[src/include/disk_func_defines.vh]
// Constants for the disk address and interrupt function block
// Notes on behaviour
// - Load-cylinder stores bits 0-9, then seeks absolutely
// - Cylinder, sector, head outputs and current sector need idle and selection
// - Cylinder status returns register; zero after return-to-zero
// - Cylinder status refused busy; tracks last data cylinder
// - Format-write writes zeroes index to next index
// - Format-write end clears busy, sets transfer complete
// - Format-write needs selection and not busy
// - Current sector returns sector under heads, from zero
// - Sector/head output loads fields, issues head-select
// - Address transfers start at index before sector zero
// - Sector/head status echoes write; zero after return-to-zero
// - Status bit 7 flags last logical sector
// - Sector/head status refused busy; shows last worked
// - Clear-interface bit ends seek and format, clears pending and mask, deselects; cylinder/sector/head registers kept
// - Clear-interrupts bit clears pending and whole mask
// - After clears, conditions still set status bits
// - Mask code in bits 2-4 picks condition
// - Bit 5 enables or locks out chosen condition
// - Seek-end raised for every seek issued
// - Selection interrupt when selection first gained
// - End-of-cylinder interrupt when transfer overruns cylinder
// - Director function accepted at any moment
`ifndef DISK_FUNC_DEFINES_VH
`define DISK_FUNC_DEFINES_VH

// Function codes
`define FC_CYLINDER     4'h5
`define FC_FMT_SECTOR   4'h6
`define FC_SECTOR_HEAD  4'h7
`define FC_DIRECTOR     4'h8

// Word fields
`define CYL_MSB         9
`define SEC_MSB         6
`define HEAD_LSB        8
`define HEAD_MSB        10
`define LAST_SEC_BIT    7
`define DIR_CLR_IF      0
`define DIR_CLR_INT     1
`define DIR_CODE_LSB    2
`define DIR_CODE_MSB    4
`define DIR_ENABLE      5

// Condition numbers, also mask-selection codes
`define COND_SELECTED   3'h1
`define COND_XFER_DONE  3'h2
`define COND_ALARM      3'h3
`define COND_SEEK_END   3'h4
`define COND_END_CYL    3'h5
`define COND_ALT_INT    3'h6

// Back-end command codes
`define CMD_SEEK        2'h1
`define CMD_HEAD_SEL    2'h2
`define CMD_FORMAT      2'h3

// Reset values
`define CYL_RESET       10'h000
`define SEC_RESET       7'h00
`define HEAD_RESET      3'h0
`define MASK_RESET      6'h00
`define WORD_ZERO       16'h0000

`endif

[src/core/pin_sync.v]
// Three-stage pin synchroniser with agreement filter
`timescale 1ns/100ps
module pin_sync #(
    parameter WIDTH = 1
) (
    input  wire             mclk,
    input  wire             rst_n,
    input  wire [WIDTH-1:0] pinIn,
    output reg  [WIDTH-1:0] pinOut
);
    reg  [WIDTH-1:0] stage1;
    reg  [WIDTH-1:0] stage2;
    reg  [WIDTH-1:0] stage3;
    wire [WIDTH-1:0] next_pinOut;
    genvar i;

    always @(posedge mclk or negedge rst_n) begin
        if (!rst_n) begin
            stage1 <= {WIDTH{1'b0}};
            stage2 <= {WIDTH{1'b0}};
            stage3 <= {WIDTH{1'b0}};
        end else begin
            stage1 <= pinIn;
            stage2 <= stage1;
            stage3 <= stage2;
        end
    end

    // A bit only moves once the last two stages agree
    generate
        for (i = 0; i < WIDTH; i = i + 1) begin : g_agree
            assign next_pinOut[i] = (stage2[i] == stage3[i]) ? stage3[i]
                                                             : pinOut[i];
        end
    endgenerate

    // One process owns the whole output, so it has a single driver
    always @(posedge mclk or negedge rst_n) begin
        if (!rst_n) begin
            pinOut <= {WIDTH{1'b0}};
        end else begin
            pinOut <= next_pinOut;
        end
    end
endmodule // pin_sync

[src/core/disk_func_core.v]
// Disk address, format and interrupt-mask function handling
`timescale 1ns/100ps
`include "disk_func_defines.vh"
module disk_func_core (
    input  wire        mclk,
    input  wire        rst_n,
    // Host function port
    input  wire        funcStrobe,
    input  wire        funcIsInput,
    input  wire [3:0]  funcCode,
    input  wire [15:0] aWord,
    output reg         funcAccept,
    output reg         funcReject,
    output reg  [15:0] inWord,
    output wire        hostIrq,
    output reg  [6:0]  statusBits,
    // Controller/formatter pins
    input  wire        selGrantPin,
    input  wire        ctlAckPin,
    input  wire        indexPin,
    input  wire [6:0]  sectorPin,
    output reg         ctlRelease,
    output reg         cmdValid,
    output reg  [1:0]  cmdOp,
    output reg  [9:0]  cmdCyl,
    output reg  [2:0]  cmdHead,
    output reg         writeZeroes,
    // Transfer engine, same clock
    input  wire        dmaBusy,
    input  wire        dmaUpdate,
    input  wire [9:0]  dmaCyl,
    input  wire [6:0]  dmaSector,
    input  wire [2:0]  dmaHead,
    input  wire        dmaLastSec,
    input  wire        dmaDone,
    input  wire        dmaEoc,
    input  wire        dmaAddrMode,
    output reg  [6:0]  startSector,
    input  wire        rtzSeek,
    input  wire        offsetSeek,
    input  wire        alarmEvent,
    input  wire        altIntEvent
);
    // Format-write states
    localparam [2:0] F_IDLE  = 3'b001;
    localparam [2:0] F_WAIT  = 3'b010;
    localparam [2:0] F_WRITE = 3'b100;

    //--------------------------------------------------------
    // Pin synchronisers
    //--------------------------------------------------------
    wire [9:0] pinsSync;
    wire       selGrant = pinsSync[0];
    wire       ctlAck   = pinsSync[1];
    wire       indexMk  = pinsSync[2];
    wire [6:0] curSector = pinsSync[9:3];

    pin_sync #(
        .WIDTH(10)
    ) u_pins (
        .mclk   (mclk),
        .rst_n  (rst_n),
        .pinIn  ({sectorPin, indexPin, ctlAckPin, selGrantPin}),
        .pinOut (pinsSync)
    );

    reg  selGrantQ;
    reg  ctlAckQ;
    reg  indexQ;
    wire selRise   = selGrant & ~selGrantQ;
    wire ackRise   = ctlAck & ~ctlAckQ;
    wire indexRise = indexMk & ~indexQ;

    always @(posedge mclk or negedge rst_n) begin
        if (!rst_n) begin
            selGrantQ <= 1'b0;
            ctlAckQ   <= 1'b0;
            indexQ    <= 1'b0;
        end else begin
            selGrantQ <= selGrant;
            ctlAckQ   <= ctlAck;
            indexQ    <= indexMk;
        end
    end

    //--------------------------------------------------------
    // Function decode
    //--------------------------------------------------------
    function isCode;
        input [3:0] code;
        input [3:0] want;
        begin
            isCode = (code == want);
        end
    endfunction

    reg  [9:0] cylReg;
    reg  [6:0] secReg;
    reg  [2:0] headReg;
    reg        lastFlag;
    reg  [5:0] maskReg;
    reg  [5:0] pendReg;
    reg        selected;
    reg        seekBusy;
    reg  [2:0] fmtState;

    wire busy = seekBusy | dmaBusy | (fmtState != F_IDLE);
    wire idleSel = ~busy & selected;
    wire isOut = funcStrobe & ~funcIsInput;
    wire isIn  = funcStrobe & funcIsInput;

    wire doCyl  = isOut & isCode(funcCode, `FC_CYLINDER)
                  & idleSel;
    wire doFmt  = isOut & isCode(funcCode, `FC_FMT_SECTOR)
                  & idleSel;
    wire doSh   = isOut & isCode(funcCode, `FC_SECTOR_HEAD)
                  & idleSel;
    wire doDir  = isOut & isCode(funcCode, `FC_DIRECTOR);
    wire rdCyl  = isIn & isCode(funcCode, `FC_CYLINDER)
                  & ~busy;
    wire rdSec  = isIn & isCode(funcCode, `FC_FMT_SECTOR)
                  & idleSel;
    wire rdSh   = isIn & isCode(funcCode, `FC_SECTOR_HEAD)
                  & ~busy;

    wire clrIf  = doDir & aWord[`DIR_CLR_IF];
    wire clrInt = doDir & aWord[`DIR_CLR_INT];
    wire [2:0] dirCode = aWord[`DIR_CODE_MSB:`DIR_CODE_LSB];
    wire taken = doCyl | doFmt | doSh | doDir | rdCyl | rdSec | rdSh;

    //--------------------------------------------------------
    // Host answer
    //--------------------------------------------------------
    always @(posedge mclk or negedge rst_n) begin
        if (!rst_n) begin
            funcAccept <= 1'b0;
            funcReject <= 1'b0;
            inWord     <= `WORD_ZERO;
        end else begin
            funcAccept <= taken;
            // Refusal only answers; no state moves
            funcReject <= funcStrobe & ~taken;
            if (rdCyl) begin
                inWord <= {6'h00, cylReg};
            end else if (rdSec) begin
                inWord <= {9'h000, curSector};
            end else if (rdSh) begin
                inWord <= {5'h00, headReg, lastFlag,
                           secReg};
            end
        end
    end

    //--------------------------------------------------------
    // Cylinder and sector/head registers
    //--------------------------------------------------------
    always @(posedge mclk or negedge rst_n) begin
        if (!rst_n) begin
            cylReg   <= `CYL_RESET;
            secReg   <= `SEC_RESET;
            headReg  <= `HEAD_RESET;
            lastFlag <= 1'b0;
        end else if (rtzSeek) begin
            cylReg   <= `CYL_RESET;
            secReg   <= `SEC_RESET;
            headReg  <= `HEAD_RESET;
            lastFlag <= 1'b0;
        end else if (dmaUpdate) begin
            // Last place actually worked on
            cylReg   <= dmaCyl;
            secReg   <= dmaSector;
            headReg  <= dmaHead;
            lastFlag <= dmaLastSec;
        end else begin
            if (doCyl) begin
                cylReg <= aWord[`CYL_MSB:0];
            end
            if (doSh) begin
                secReg   <= aWord[`SEC_MSB:0];
                headReg  <= aWord[`HEAD_MSB:`HEAD_LSB];
                lastFlag <= 1'b0;
            end
        end
    end

    // Address transfers ignore the stored sector
    always @(posedge mclk or negedge rst_n) begin
        if (!rst_n) begin
            startSector <= `SEC_RESET;
        end else begin
            startSector <= dmaAddrMode ? `SEC_RESET
                                       : secReg;
        end
    end

    //--------------------------------------------------------
    // Back-end commands
    //--------------------------------------------------------
    always @(posedge mclk or negedge rst_n) begin
        if (!rst_n) begin
            cmdValid <= 1'b0;
            cmdOp    <= 2'h0;
            cmdCyl   <= `CYL_RESET;
            cmdHead  <= `HEAD_RESET;
        end else begin
            cmdValid <= doCyl | doSh | doFmt;
            if (doCyl) begin
                cmdOp  <= `CMD_SEEK;
                cmdCyl <= aWord[`CYL_MSB:0];
            end else if (doSh) begin
                cmdOp   <= `CMD_HEAD_SEL;
                cmdHead <= aWord[`HEAD_MSB:`HEAD_LSB];
            end else if (doFmt) begin
                cmdOp <= `CMD_FORMAT;
            end
        end
    end

    // Seek holds busy until the formatter acknowledges
    always @(posedge mclk or negedge rst_n) begin
        if (!rst_n) begin
            seekBusy <= 1'b0;
        end else if (clrIf) begin
            seekBusy <= 1'b0;
        end else if (doCyl) begin
            seekBusy <= 1'b1;
        end else if (ackRise) begin
            seekBusy <= 1'b0;
        end
    end

    //--------------------------------------------------------
    // Format-write sequencer
    //--------------------------------------------------------
    reg [2:0] next_fmtState;
    reg       fmtEnd;

    always @* begin
        next_fmtState = fmtState;
        fmtEnd = 1'b0;
        case (fmtState)
            F_IDLE: begin
                if (doFmt) begin
                    next_fmtState = F_WAIT;
                end
            end
            F_WAIT: begin
                if (indexRise) begin
                    next_fmtState = F_WRITE;
                end
            end
            F_WRITE: begin
                if (indexRise) begin
                    next_fmtState = F_IDLE;
                    fmtEnd = 1'b1;
                end
            end
            default: begin
                next_fmtState = F_IDLE;
            end
        endcase
        if (clrIf) begin
            next_fmtState = F_IDLE;
            fmtEnd = 1'b0;
        end
    end

    always @(posedge mclk or negedge rst_n) begin
        if (!rst_n) begin
            fmtState    <= F_IDLE;
            writeZeroes <= 1'b0;
        end else begin
            fmtState    <= next_fmtState;
            writeZeroes <= (next_fmtState == F_WRITE);
        end
    end

    //--------------------------------------------------------
    // Selection
    //--------------------------------------------------------
    always @(posedge mclk or negedge rst_n) begin
        if (!rst_n) begin
            selected   <= 1'b0;
            ctlRelease <= 1'b0;
        end else begin
            ctlRelease <= clrIf;
            if (selRise) begin
                selected <= 1'b1;
            end else if (clrIf | ~selGrant) begin
                selected <= 1'b0;
            end
        end
    end

    //--------------------------------------------------------
    // Conditions, mask and interrupt
    //--------------------------------------------------------
    // Condition n sits at bit n-1
    function [5:0] condBit;
        input [2:0] code;
        begin
            case (code)
                `COND_SELECTED:  condBit = 6'h01;
                `COND_XFER_DONE: condBit = 6'h02;
                `COND_ALARM:     condBit = 6'h04;
                `COND_SEEK_END:  condBit = 6'h08;
                `COND_END_CYL:   condBit = 6'h10;
                `COND_ALT_INT:   condBit = 6'h20;
                default:         condBit = 6'h00;
            endcase
        end
    endfunction

    wire seekEv = doCyl | rtzSeek | offsetSeek;
    wire [5:0] condSet = condBit(`COND_SELECTED) & {6{selRise}}
                       | condBit(`COND_XFER_DONE)
                         & {6{fmtEnd | dmaDone}}
                       | condBit(`COND_ALARM) & {6{alarmEvent}}
                       | condBit(`COND_SEEK_END) & {6{seekEv}}
                       | condBit(`COND_END_CYL) & {6{dmaEoc}}
                       | condBit(`COND_ALT_INT)
                         & {6{altIntEvent}};
    wire [5:0] dirSel = condBit(dirCode);

    // A new event beats a clear in the same cycle
    always @(posedge mclk or negedge rst_n) begin
        if (!rst_n) begin
            pendReg <= `MASK_RESET;
        end else if (clrIf | clrInt) begin
            pendReg <= condSet;
        end else begin
            pendReg <= pendReg | condSet;
        end
    end

    always @(posedge mclk or negedge rst_n) begin
        if (!rst_n) begin
            maskReg <= `MASK_RESET;
        end else if (doDir) begin
            // Clears first, then the chosen enable applies
            if (aWord[`DIR_ENABLE]) begin
                maskReg <= ((clrIf | clrInt) ? `MASK_RESET
                                             : maskReg)
                           | dirSel;
            end else begin
                maskReg <= ((clrIf | clrInt) ? `MASK_RESET
                                             : maskReg)
                           & ~dirSel;
            end
        end
    end

    // Each enabled condition can interrupt
    assign hostIrq = |(pendReg & maskReg);

    always @(posedge mclk or negedge rst_n) begin
        if (!rst_n) begin
            statusBits <= 7'h00;
        end else begin
            statusBits <= {pendReg, busy};
        end
    end
endmodule // disk_func_core

[config.mk]
export PLATFORM = sky130hd
export DESIGN_NAME = disk_func_core
export DESIGN_NICKNAME = d
export VERILOG_FILES = /design/src/core/pin_sync.v /design/src/core/disk_func_core.v
export VERILOG_INCLUDE_DIRS = /design/src /design/src/include
export SDC_FILE = /design/constraint.sdc
export NUM_CORES = 1
export LEC_CHECK = 0
export ABC_CLOCK_PERIOD_IN_PS = 6000
export CORE_MARGIN = 10
export CORE_UTILIZATION = 35
export CTS_CLUSTER_DIAMETER = 40
export CTS_CLUSTER_SIZE = 20
export DETAILED_ROUTE_END_ITERATION = 16
export DONT_BUFFER_PORTS = 1
export GPL_TIMING_DRIVEN = 0
export SLEW_MARGIN = 0
export SYNTH_ARGS = -nofsm -noshare
export SYNTH_HDL_FRONTEND = slang
export SYNTH_SLANG_ARGS = --single-unit
[constraint.sdc]
create_clock -name mclk -period 6 [get_ports mclk]
set_input_delay 0 -clock mclk [delete_from_list [all_inputs] [get_ports mclk]]
set_output_delay 0 -clock mclk [all_outputs]
set_load 0.005 [all_outputs]
Yosys cells after proc, flatten, opt, wreduce, memory -nomap -nowiden
Cells that the tools add are included.
{"block": "op_classes", "eq_ne": 25, "n_mux": 36, "n_bitwise": 55, "reduce_logical": 8}
{"cell": "16-bit 2-to-1 mux", "n": 3}
{"cell": "6-bit case mux with 6 select lines", "n": 1}
{"cell": "10-bit 2-to-1 mux", "n": 3}
{"cell": "7-bit 2-to-1 mux", "n": 4}
{"cell": "1-bit AND", "n": 22}
{"cell": "3-bit 2-to-1 mux", "n": 7}
{"cell": "6-bit 2-to-1 mux", "n": 3}
{"cell": "3-bit equality test, second input constant", "n": 5}
{"cell": "1-bit OR", "n": 15}
{"cell": "3-bit nonzero test", "n": 5}
{"cell": "6-bit AND", "n": 2}
{"cell": "4-bit by 3-bit equality test with 1-bit output, second input constant", "n": 3}
{"cell": "6-bit OR", "n": 2}
{"cell": "1-bit 2-to-1 mux", "n": 11}
{"cell": "1-bit equality test", "n": 10}
{"cell": "3-bit by 2-bit equality test with 1-bit output, second input constant", "n": 3}
{"cell": "3-bit case mux with 3 select lines", "n": 1}
{"cell": "1-bit NOT", "n": 8}
{"cell": "3-bit by 1-bit equality test with 1-bit output, second input constant", "n": 2}
{"cell": "2-bit 2-to-1 mux", "n": 3}
{"cell": "6-bit NOT", "n": 1}
{"cell": "5-bit by 6-bit OR with 6-bit output", "n": 1}
{"cell": "6-bit OR reduction", "n": 1}
{"cell": "4-bit by 5-bit OR with 5-bit output", "n": 1}
{"cell": "other kinds (7)", "n": 7}
{"block": "word_totals", "ff_bits": 131, "inputBits": 64, "output_inout_bits": 51, "elab_cells": 160}

Logic depth before layout (Yosys ltp)
Gate-level depths: netlist of run 1.
{"block": "depth", "ltp_word": 13, "ltp_mapped": 7, "depth_no_buf": 5}

Cells and area by module
From an unflattened synthesis of run 1, not the netlist that was laid out.
{"block": "unflattened", "cells_unflattened": 407, "area_unflattened_um2": 4969.8}
{"mod": "disk_func_core", "n_inst": 1, "cells_each": 357, "area_per_inst_um2": 3856.2, "seq_area_each_um2": 2153.3}
{"mod": "pin_sync", "n_inst": 1, "cells_each": 50, "area_per_inst_um2": 1113.6, "seq_area_each_um2": 1001.0}

Worst setup path after synthesis of run 1
No wires, ideal clock.
{"block": "synth_path", "kind": "register -> register", "startpoint": "register fmtState[0]", "endpoint": "register cylReg[1]", "setup_time_ps": 138, "arrival_ps": 2110, "t_required_ps": 5862, "path_slack_ps": 3752, "stages_incl_launch_ff": 7, "path_buffers": 2, "synth_period_minus_slack_ps": 2248, "cell_sequence": "dfstp_2 > or4b_1 > buf_2 > or4_1 > clkbuf_1 > nor3_1 > nor4_1"}
{"block": "synth_between", "elab_chain_len": 6}
{"item": "start: declaration", "line_no": "disk_func_core.v:105", "source": "reg [2:0] fmtState;"}
{"item": "start signal: assignment", "line_no": "disk_func_core.v:273", "source": "fmtState <= next_fmtState;"}
{"item": "3-bit by 1-bit inequality test with 1-bit output", "line_no": "disk_func_core.v:107", "source": "wire busy = seekBusy | dmaBusy | (fmtState != F_IDLE);"}
{"item": "1-bit OR", "line_no": "disk_func_core.v:107"}
{"item": "1-bit NOT", "line_no": "disk_func_core.v:108", "source": "wire idleSel = ~busy & selected;"}
{"item": "1-bit AND", "line_no": "disk_func_core.v:108"}
{"item": "1-bit AND", "line_no": "disk_func_core.v:112", "source": "wire doCyl = isOut & isCode(funcCode, `FC_CYLINDER)"}
{"item": "3-bit nonzero test (no source line)"}
{"item": "end signal: assignment", "line_no": "disk_func_core.v:159", "source": "cylReg <= `CYL_RESET;"}
{"item": "end signal: assignment", "line_no": "disk_func_core.v:164", "source": "cylReg <= `CYL_RESET;"}
{"item": "end signal: assignment", "line_no": "disk_func_core.v:170", "source": "cylReg <= dmaCyl;"}
{"item": "end: declaration", "line_no": "disk_func_core.v:97", "source": "reg [9:0] cylReg;"}
No other way between the ends.
A chain may end at the register's enable or synchronous reset.

Worst setup path in the final report of run 1
{"block": "layout_path", "startpoint": "register fmtState[0]", "endpoint": "register cylReg[5]"}
Same word-level chain as after synthesis.

==> metrics.yaml, run 1 <==
slew_headroom: 0.559
start_kind: "flip-flop"
path_cells: "or4b_1 -> buf_2 -> or4_1 -> clkbuf_1 -> nor3_1 -> nor4_1 -> dlygate4sd3_1"
initial_utilization: 0.357
synthMuxAreaShare: 0.0190
cp.required_ns: 6.30
timing.hold.ws_ns: 0.0147
holdCritPathClass: "input port to flip-flop"
fp.dieW_microns: 139
syn_inst: 422
dieArea_sq_mm: 0.0192
p_leak_nw: 2.77
hold_viol: 0
die_y_microns: 139
syn2layout_area_growth_pct: 30.9
synth_flop_cell: "dfrtp_1"
arrival_ns: 3.43
synth_top_family_by_area: "simple AND/OR/NAND/NOR gates"
h-tree-depth: 4
synth_seq_cells: 126
cts.sink_count: 126
synth_fa_ha_area_frac: 0.0203
root_buffer: "clkbuf_16"
worstPathMaxFanout: 10
drcViolationCount: 0
dpl.hpwl_microns: 9640
vdd_drop_max_mv: 0.256
cts_buffers: 17
avgSynthCellArea_sq_um: 11.7
totalNegativeSetupSlack_ns: 0
cp-end-kind: "flip-flop"
synth-edff-count: 0
gp_congestion: 0.882
crit_path_max_incr_delay_ns: 0.59
cap_violations: 0
layout-drive-gt1-share: 0.0902
placed_cell_area_sq_mm: 0.00517
crit_buf_inv: 3
io_pins: 115
seq_area_frac_synth: 0.640
setup_viol: 0
layout.nets: 572
status: "completed"
drt_iter0_markers: 287
synthXorXnorAreaFrac: 0
synth_warnings: 0
synthArstFlopShare: 1.00
synth_simple_gate_area_share: 0.218
core_sq_mm: 0.0138
syn-cell-area_sq_mm: 0.00493
routedWlPerCell_microns: 20.2
grt_max_degree: 127
vias: 3627
cts_tree: "done"
grt_overflow: 0
grt_pass1_vias: 3815
clock_latency_ns: 0.42
post-route-period-util: 0.521
min_period_ns: 3.13
antenna_found_initial: 1
path_class: "flip-flop to flip-flop"
fmax_mhz: 320
grt.total_usage: 0.148
slew_violations: 0
fill_cells: 1243
rsz0062_at_grt: "no"
worst_slew_pin_slew_ns: 0.661
crit_family: "simple AND/OR/NAND/NOR gates"
power_density_mw_per_mm2: 342
row_count: 43
cp_slowest_cell: "or4_1"
port_buffers: 0
via_per_inst: 5.17
grt_first_pass_wirelength_microns: 22200
dr.pass1.iters: 5
cts_buffer_depth: 2
synth_compound_area_frac: 0.0660
post_cts_resized: 0
diodes: 0
clkTransAtPathRegs_ns: 0.06
ant_nets: 0
ys_types: 49
fin_area_sq_mm: 0.00645
skew_ns: 0.00716
wirelength_microns: 14100
## worst paths after layout
check                      depth (start not counted)  slack, ns        startpoint                to
setup / recovery                                   7       2.87       fmtState[0]         cylReg[5]
hold / removal                                     3       0.01       funcCode[3]        inWord[10]
setup reg to reg                                   7       2.87       fmtState[0]         cylReg[5]
hold reg to reg                                    0       0.35  u_pins.stage1[0]  u_pins.stage2[0]
max in group asynchronous                          2       5.28             rst_n  u_pins.stage2[5]
min in group asynchronous                          2       0.18             rst_n  u_pins.stage1[3]
## logic make-up (layout without fill, tap and decap cells)
kind of cell             Yosys count  after routing
AND/OR/NAND/NOR                  194            194
flip-flops                       126            126
AO/OA/AOI/OAI                     45             45
buffers and inverters             37            132
adder cells (fa/ha/maj)           10             10
multiplexers                       9              9
other                              1              5
## where the power goes
group	internal, mW	total (mW)	leakage, nW	switching, mW
combinational	0.0724	0.151	0.909	0.0784
clock	0.704	1.11	0.308	0.402
sequential	0.908	0.952	1.55	0.0444
## tightest hold or removal path: cells and delay by family
family           cells  cell delay, ns
and+or+nand+nor      3            0.40
## timing repair
| action | CTS | global route |
|---|---|---|
| endpoints found under the setup margin | 0 | 0 |
| hold endpoints to repair | 200 | 0 |
| buffers inserted | 0 | 0 |
| hold buffers | 63 | 0 |
## per-layer routing
layer  share of wire  vias to the layer above  GRT usage
met5         0.00049                        -          0
met4           0.014                        2     0.0560
met3           0.085                       18     0.0658
met2            0.46                      135      0.221
met1            0.44                     1814      0.184
li1                -                     1658          -
## registers in the layout, indices dropped and copies added (netlist names), 7 cells and up
register,cells
secReg,7
startSector,7
statusBits,7
cylReg,10
u_pins.stage2,10
cmdCyl,10
u_pins.pinOut,10
u_pins.stage3,10
inWord,11
u_pins.stage1,10
## stage by stage
stage | total power, mW | setup WS (ns) | std cells | utilization
detailed placement | 1.06 | 3.42 | 606 | 0.374
floorplan | 1.02 | 3.75 | 426 | -
finish | 2.21 | 2.87 | 701 | 0.467
CTS | 2.23 | 2.92 | 701 | 0.467
global route | 2.30 | 2.74 | 701 | 0.467
global placement | 1.06 | 3.45 | 606 | 0.374
## cells in the mapped netlist, types with 6 or more instances
| cell | instances | share of area |
|---|---|---|
| dfrtp_1 | 125 | 0.63 |
| nor2b_1 | 29 | 0.037 |
| mux2i_1 | 6 | 0.012 |
| a21oi_1 | 7 | 0.0071 |
| nand2_1 | 47 | 0.036 |
| nor3_1 | 33 | 0.033 |
| nor2_1 | 15 | 0.011 |
| maj3_1 | 10 | 0.020 |
| nor3b_1 | 11 | 0.017 |
| inv_1 | 6 | 0.0046 |
| o22ai_1 | 7 | 0.0089 |
| nor4_1 | 25 | 0.032 |
| clkbuf_1 | 20 | 0.015 |
## area by class of cell
| type | count | area, sq um | area share |
|---|---|---|---|
| buffer | 31 | 155 | 0.0240 |
| clock buffer | 18 | 429 | 0.0665 |
| clock inverter | 14 | 205 | 0.0318 |
| inverter | 6 | 22.5 | 0.00349 |
| multi-input combinational | 263 | 1620 | 0.250 |
| sequential | 126 | 3150 | 0.489 |
| tap | 180 | 225 | 0.0349 |
| timing repair buffer | 63 | 648 | 0.100 |
## cell usage in the layout, fill, tap and decap left out, drive strengths merged, types with 12 or more instances in the layout
cell         count
nand2           47
dfrtp          125
dlygate4sd3     62
nor2b           29
nor2            15
nor4            25
buf             12
clkbuf          38
nor3            33
Power figures use the tool's default switching activity.
==> run 2, diff against run 1 <==
--- a/config.mk
+++ b/config.mk
@@ -6,7 +6,7 @@
 export SDC_FILE = /design/constraint.sdc
 export NUM_CORES = 1
 export LEC_CHECK = 0
-export ABC_CLOCK_PERIOD_IN_PS = 6000
+export ABC_CLOCK_PERIOD_IN_PS = 2600
 export CORE_MARGIN = 10
 export CORE_UTILIZATION = 35
 export CTS_CLUSTER_DIAMETER = 40
==> constraint.sdc (replaced) <==
create_clock -name mclk -period 2.6 [get_ports mclk]
set_input_delay 0 -clock mclk [delete_from_list [all_inputs] [get_ports mclk]]
set_output_delay 0 -clock mclk [all_outputs]
set_load 0.005 [all_outputs]
==> run 2 against run 1 <==
  * The run now ends with hold timing left
  * Register-to-register slack got worse by 2.8 ns
  * Clock skew grew 0.0015 ns
  * Flip-flop and latch count is the same
  * Clock power rose by 130%
  * Via count fell by 1.6%
  * Worst hold slack lost 0.75 ns
  * Routed wire length down 1.1%
  * Worst setup slack worse by 2.8 ns
  * Critical path depth fell by 1
  * Non-clock buffer count decreased by 6
  * Critical endpoint is now secReg[3]
  * Largest cell class unchanged
==> metrics.yaml, run 2 (synthesis results as in run 1) <==
status: "complete, but fails checks"
failed_checks: "hold timing"
mostFrequentLayoutCell: "dfrtp_1"
layout.cells.non_filler: 695
reg2reg_slack_ns: 0.08
cts_buffer_depth: 2
placed_cell_area_sq_mm: 0.00517
vdd_drop_max_mv: 0.592
timing.hold.ws_ns: -0.732
clkTransAtPathRegs_ns: 0.06
dr.pass1.iters: 4
via_per_inst: 5.14
layout.nets: 566
setup_viol: 0
drt_iter0_markers: 304
arrival_ns: 2.80
holdCritPathClass: "input port to async pin"
grt_max_degree: 127
worst_slew_pin_slew_ns: 0.574
power_density_mw_per_mm2: 789
start_kind: "flip-flop"
initial_utilization: 0.357
grt_pass1_vias: 3772
p_leak_nw: 2.74
post-route-period-util: 0.969
core_sq_mm: 0.0138
skew_ns: 0.00863
fp.dieW_microns: 139
gp_congestion: 0.882
row_count: 43
cts_hold_buf: 57
syn2layout_area_growth_pct: 29.7
h-tree-depth: 4
cts_tree: "done"
cts_setup_buffers: 0
root_buffer: "clkbuf_16"
grt.total_usage: 0.146
worstPathMaxFanout: 10
reg2reg_from: "fmtState[0]"
min_period_ns: 2.52
hold_viol: 126
cp-end-kind: "flip-flop"
rsz0062_at_grt: "yes"
worstRegToRegCells: 6
fin_area_sq_mm: 0.00640
dpl.hpwl_microns: 9640
pre_cts_ws_ns: 0.0179
ant_nets: 0
cap_violations: 0
die_y_microns: 139
slew_headroom: 0.612
regMostFlops: "inWord"
fin_ws_ns: 0.0798
grt_overflow: 0
drcViolationCount: 0
cp.required_ns: 2.88
port_buffers: 0
largest_register_ffs: 11
power_mw: 5.05
slew_violations: 0
fmax_mhz: 397
cts_buffers: 17
clock_latency_ns: 0.42
cts.sink_count: 126
dieArea_sq_mm: 0.0192
vias: 3570
critical_path.startpoint: "fmtState[0]"
antenna_found_initial: 1
wirelength_microns: 14000
dp.cells: 606
path_class: "flip-flop to flip-flop"
routedWlPerCell_microns: 20.1
io_pins: 115
final_cell_mix: "dfrtp_1 (125), dlygate4sd3_1 (57), nand2_1 (47)"
layout-drive-gt1-share: 0.0971
diodes: 0
grt_first_pass_wirelength_microns: 21900
[run 2: cell types whose count changed in the layout (fill, tap and decap cells not counted), sizes merged]
cell / previous run / this run
clkbuf: 38 / 37
dlygate4sd3: 62 / 57
[run 2: layout make-up]
class	count	area, sq um
buffer	31	159
clock buffer	18	429
clock inverter	14	205
fill	1244	7430
inverter	6	22.5
multi-input combinational	263	1630
sequential	126	3150
tap	180	225
timing repair buffer	57	571
[run 2: worst paths after layout]
path,to
max,secReg[3]
min,u_pins.stage2[4]
max reg2reg,secReg[3]
min reg2reg,u_pins.stage2[0]
max in group asynchronous,fmtState[0]
min in group mclk,inWord[8]
[run 2: routing by layer]
metal	global-route usage	vias up	wire, microns
met3	0.0682	19	1370
met5	0	-	7
met2	0.219	124	6430
met1	0.180	1766	5960
li1	-	1659	-
met4	0.0544	2	221
[run 2: repair_timing]
item,4_1_cts,5_1_grt
resized for setup,0,9
endpoints found under the setup margin,0,17
endpoints found under the hold margin,200,126
[run 2: worst max-delay path, stage by stage, from the launching register on]
cell and delay [ns]:
dfstp_2 0.58, or4b_1 0.50, or4_1 0.51, buf_2 0.19, clkbuf_2 0.24, nor3_1 0.27, nor4_1 0.10
[run 2: report_power, final]
group / switching (mW) / leakage, nW / internal (mW)
logic: 0.145 / 0.883 / 0.159
clock network: 0.923 / 0.308 / 1.62
registers: 0.103 / 1.55 / 2.09
[run 2: through the flow]
| step | util | setup TNS (ns) |
|---|---|---|
| CTS | 0.461 | 0 |
| global placement | 0.374 | 0 |
| global route | 0.463 | -0.0318 |
| finish | 0.463 | 0 |
| floorplan | - | 0 |
| detailed placement | 0.374 | 0 |
==> run 3, diff against run 2 <==
--- a/config.mk
+++ b/config.mk
@@ -7,13 +7,13 @@
 export NUM_CORES = 1
 export LEC_CHECK = 0
 export ABC_CLOCK_PERIOD_IN_PS = 2600
+export CORE_ASPECT_RATIO = 2
 export CORE_MARGIN = 10
 export CORE_UTILIZATION = 35
 export CTS_CLUSTER_DIAMETER = 40
 export CTS_CLUSTER_SIZE = 20
 export DETAILED_ROUTE_END_ITERATION = 16
 export DONT_BUFFER_PORTS = 1
-export GPL_TIMING_DRIVEN = 0
 export SLEW_MARGIN = 0
 export SYNTH_ARGS = -nofsm -noshare
 export SYNTH_HDL_FRONTEND = slang
==> run 3 against run 2 <==
  * The flow still finishes with violations (hold timing)
  * Non-clock buffer count fell by 2
  * Clock power fell by 12%
  * Via count barely moved
  * Clock-buffer cell count did not move
  * Flip-flop and latch count did not move
  * Sequential share of layout area fell by 0.67 points
  * Clock skew rose by 0.00056 ns
  * Critical path depth fell by 1
==> metrics.yaml, run 3 (synthesis results as in run 1) <==
cts_buffer_depth: 2
initial_utilization: 0.355
cts_tree: "done"
cts.sink_count: 126
drcViolationCount: 0
regArea_sq_mm: 0.00315
timing.hold.ws_ns: -0.718
syn2layout_area_growth_pct: 31.5
multi_input_area_sq_mm: 0.00163
power_switching_mw: 1.16
vias: 3573
regMostFlops: "inWord"
wirelength_microns: 14400
p_int_mw: 3.60
layout-drive-gt1-share: 0.0858
core_sq_mm: 0.0139
holdCritPathClass: "input port to async pin"
die_y_microns: 188
layout.nets: 564
worstPathMaxFanout: 24
fp.dieW_microns: 104
setup_viol: 0
via_per_inst: 5.08
switching_share: 0.244
cts_buffers: 17
worstRegToRegCells: 5
gp_congestion: 0.846
rsz0062_at_grt: "no"
antenna_found_initial: 1
failed_checks: "hold timing"
cts_hold_buf: 81
p_leak_nw: 2.76
skew_ns: 0.00920
root_buffer: "clkbuf_16"
start_kind: "flip-flop"
h-tree-depth: 4
port_buffers: 0
hold_viol: 126
row_count: 61
clkTransAtPathRegs_ns: 0.06
largest_register_ffs: 11
path_class: "flip-flop to flip-flop"
grt_overflow: 0
arrival_ns: 2.79
grt_first_pass_wirelength_microns: 22700
cts_setup_buffers: 0
grt.total_usage: 0.151
seqPwrFrac: 0.463
grt_max_degree: 127
vdd_drop_max_mv: 0.498
mostFrequentLayoutCell: "dfrtp_1"
io_pins: 115
fmax_mhz: 402
pwr-share-comb: 0.066
drt_iter0_markers: 181
totalNegativeSetupSlack_ns: 0
min_period_ns: 2.49
final_cell_mix: "dfrtp_1 (125), dlygate4sd3_1 (80), nand2_1 (47)"
dr.pass1.iters: 4
dpl.hpwl_microns: 9620
dieArea_sq_mm: 0.0195
power_frac_clock: 0.471
routedWlPerCell_microns: 20.5
slew_violations: 0
cap_violations: 0
post-route-period-util: 0.957
status: "complete, but fails checks"
fill_cells: 1330
cp.required_ns: 2.90
clock_latency_ns: 0.41
power_density_mw_per_mm2: 734
ant_nets: 0
slew_headroom: 0.356
grt_pass1_vias: 3966
worst_slew_pin_slew_ns: 0.962
cp-end-kind: "flip-flop"
run 3: repair_timing:
item                                    4_1_cts  5_1_grt
hold endpoints to repair                    200      126
endpoints found under the setup margin        0        9
gates resized for setup                       0        2
run 3: power groups by stage:
| stage | Combinational (mW) | Sequential (mW) | Clock (mW) |
|---|---|---|---|
| finish | 0.315 | 2.20 | 2.24 |
| CTS | 0.313 | 2.21 | 2.29 |
| floorplan | 0.172 | 2.19 | 0 |
| detailed placement | 0.176 | 2.24 | 0 |
| global placement | 0.169 | 2.24 | 0 |
| global route | 0.348 | 2.22 | 2.39 |
run 3: final timing paths:
path | slack [ns] | start | end
worst max-delay path | 0.11 | fmtState[0] | secReg[4]
max in group asynchronous | 3.08 | rst_n | cmdCyl[3]
worst min register to register | 0.35 | u_pins.stage1[1] | u_pins.stage2[1]
worst max register to register | 0.11 | fmtState[0] | secReg[4]
min in group mclk | 0.03 | funcCode[1] | inWord[10]
worst min-delay path | -0.72 | rst_n | u_pins.stage1[2]
run 3: layer usage:
metal | global-route usage | share of wire | vias up
met5 | 0 | 0 | -
met4 | 0.0813 | 0.027 | 0
met3 | 0.0426 | 0.052 | 19
met2 | 0.281 | 0.57 | 101
met1 | 0.145 | 0.35 | 1800
li1 | - | - | 1653
run 3: layout make-up:
type	count	share of cell area
Antenna cell	1	0.000386
Clock buffer	18	0.0662
Clock inverter	14	0.0210
Inverter	6	0.00347
Multi-Input combinational cell	263	0.252
Sequential cell	126	0.486
Tap cell	189	0.0365
Timing Repair Buffer	86	0.134
run 3: worst max-delay path, cell delays in order (launching register included):
cell and delay, ns:
dfstp_2 0.57, or4b_4 0.53, or4_1 0.61, buf_12 0.20
nor3b_1 0.14, nor4_1 0.31
run 3: through the flow:
| stage | utilization | cells | total power, mW | area (sq um) | setup WS, ns |
|---|---|---|---|---|---|
| 6_report | 0.467 | 703 | 4.76 | 6480 | 0.113 |
| 5_1_grt | 0.467 | 703 | 4.96 | 6480 | 0.0250 |
| 4_1_cts | 0.466 | 702 | 4.81 | 6470 | 0.0402 |
| 3_5_place_dp | 0.366 | 589 | 2.42 | 5080 | 0.0604 |
| 3_3_place_gp | 0.366 | 589 | 2.41 | 5080 | 0.135 |
| 2_1_floorplan | - | 426 | 2.36 | 4950 | 0.352 |
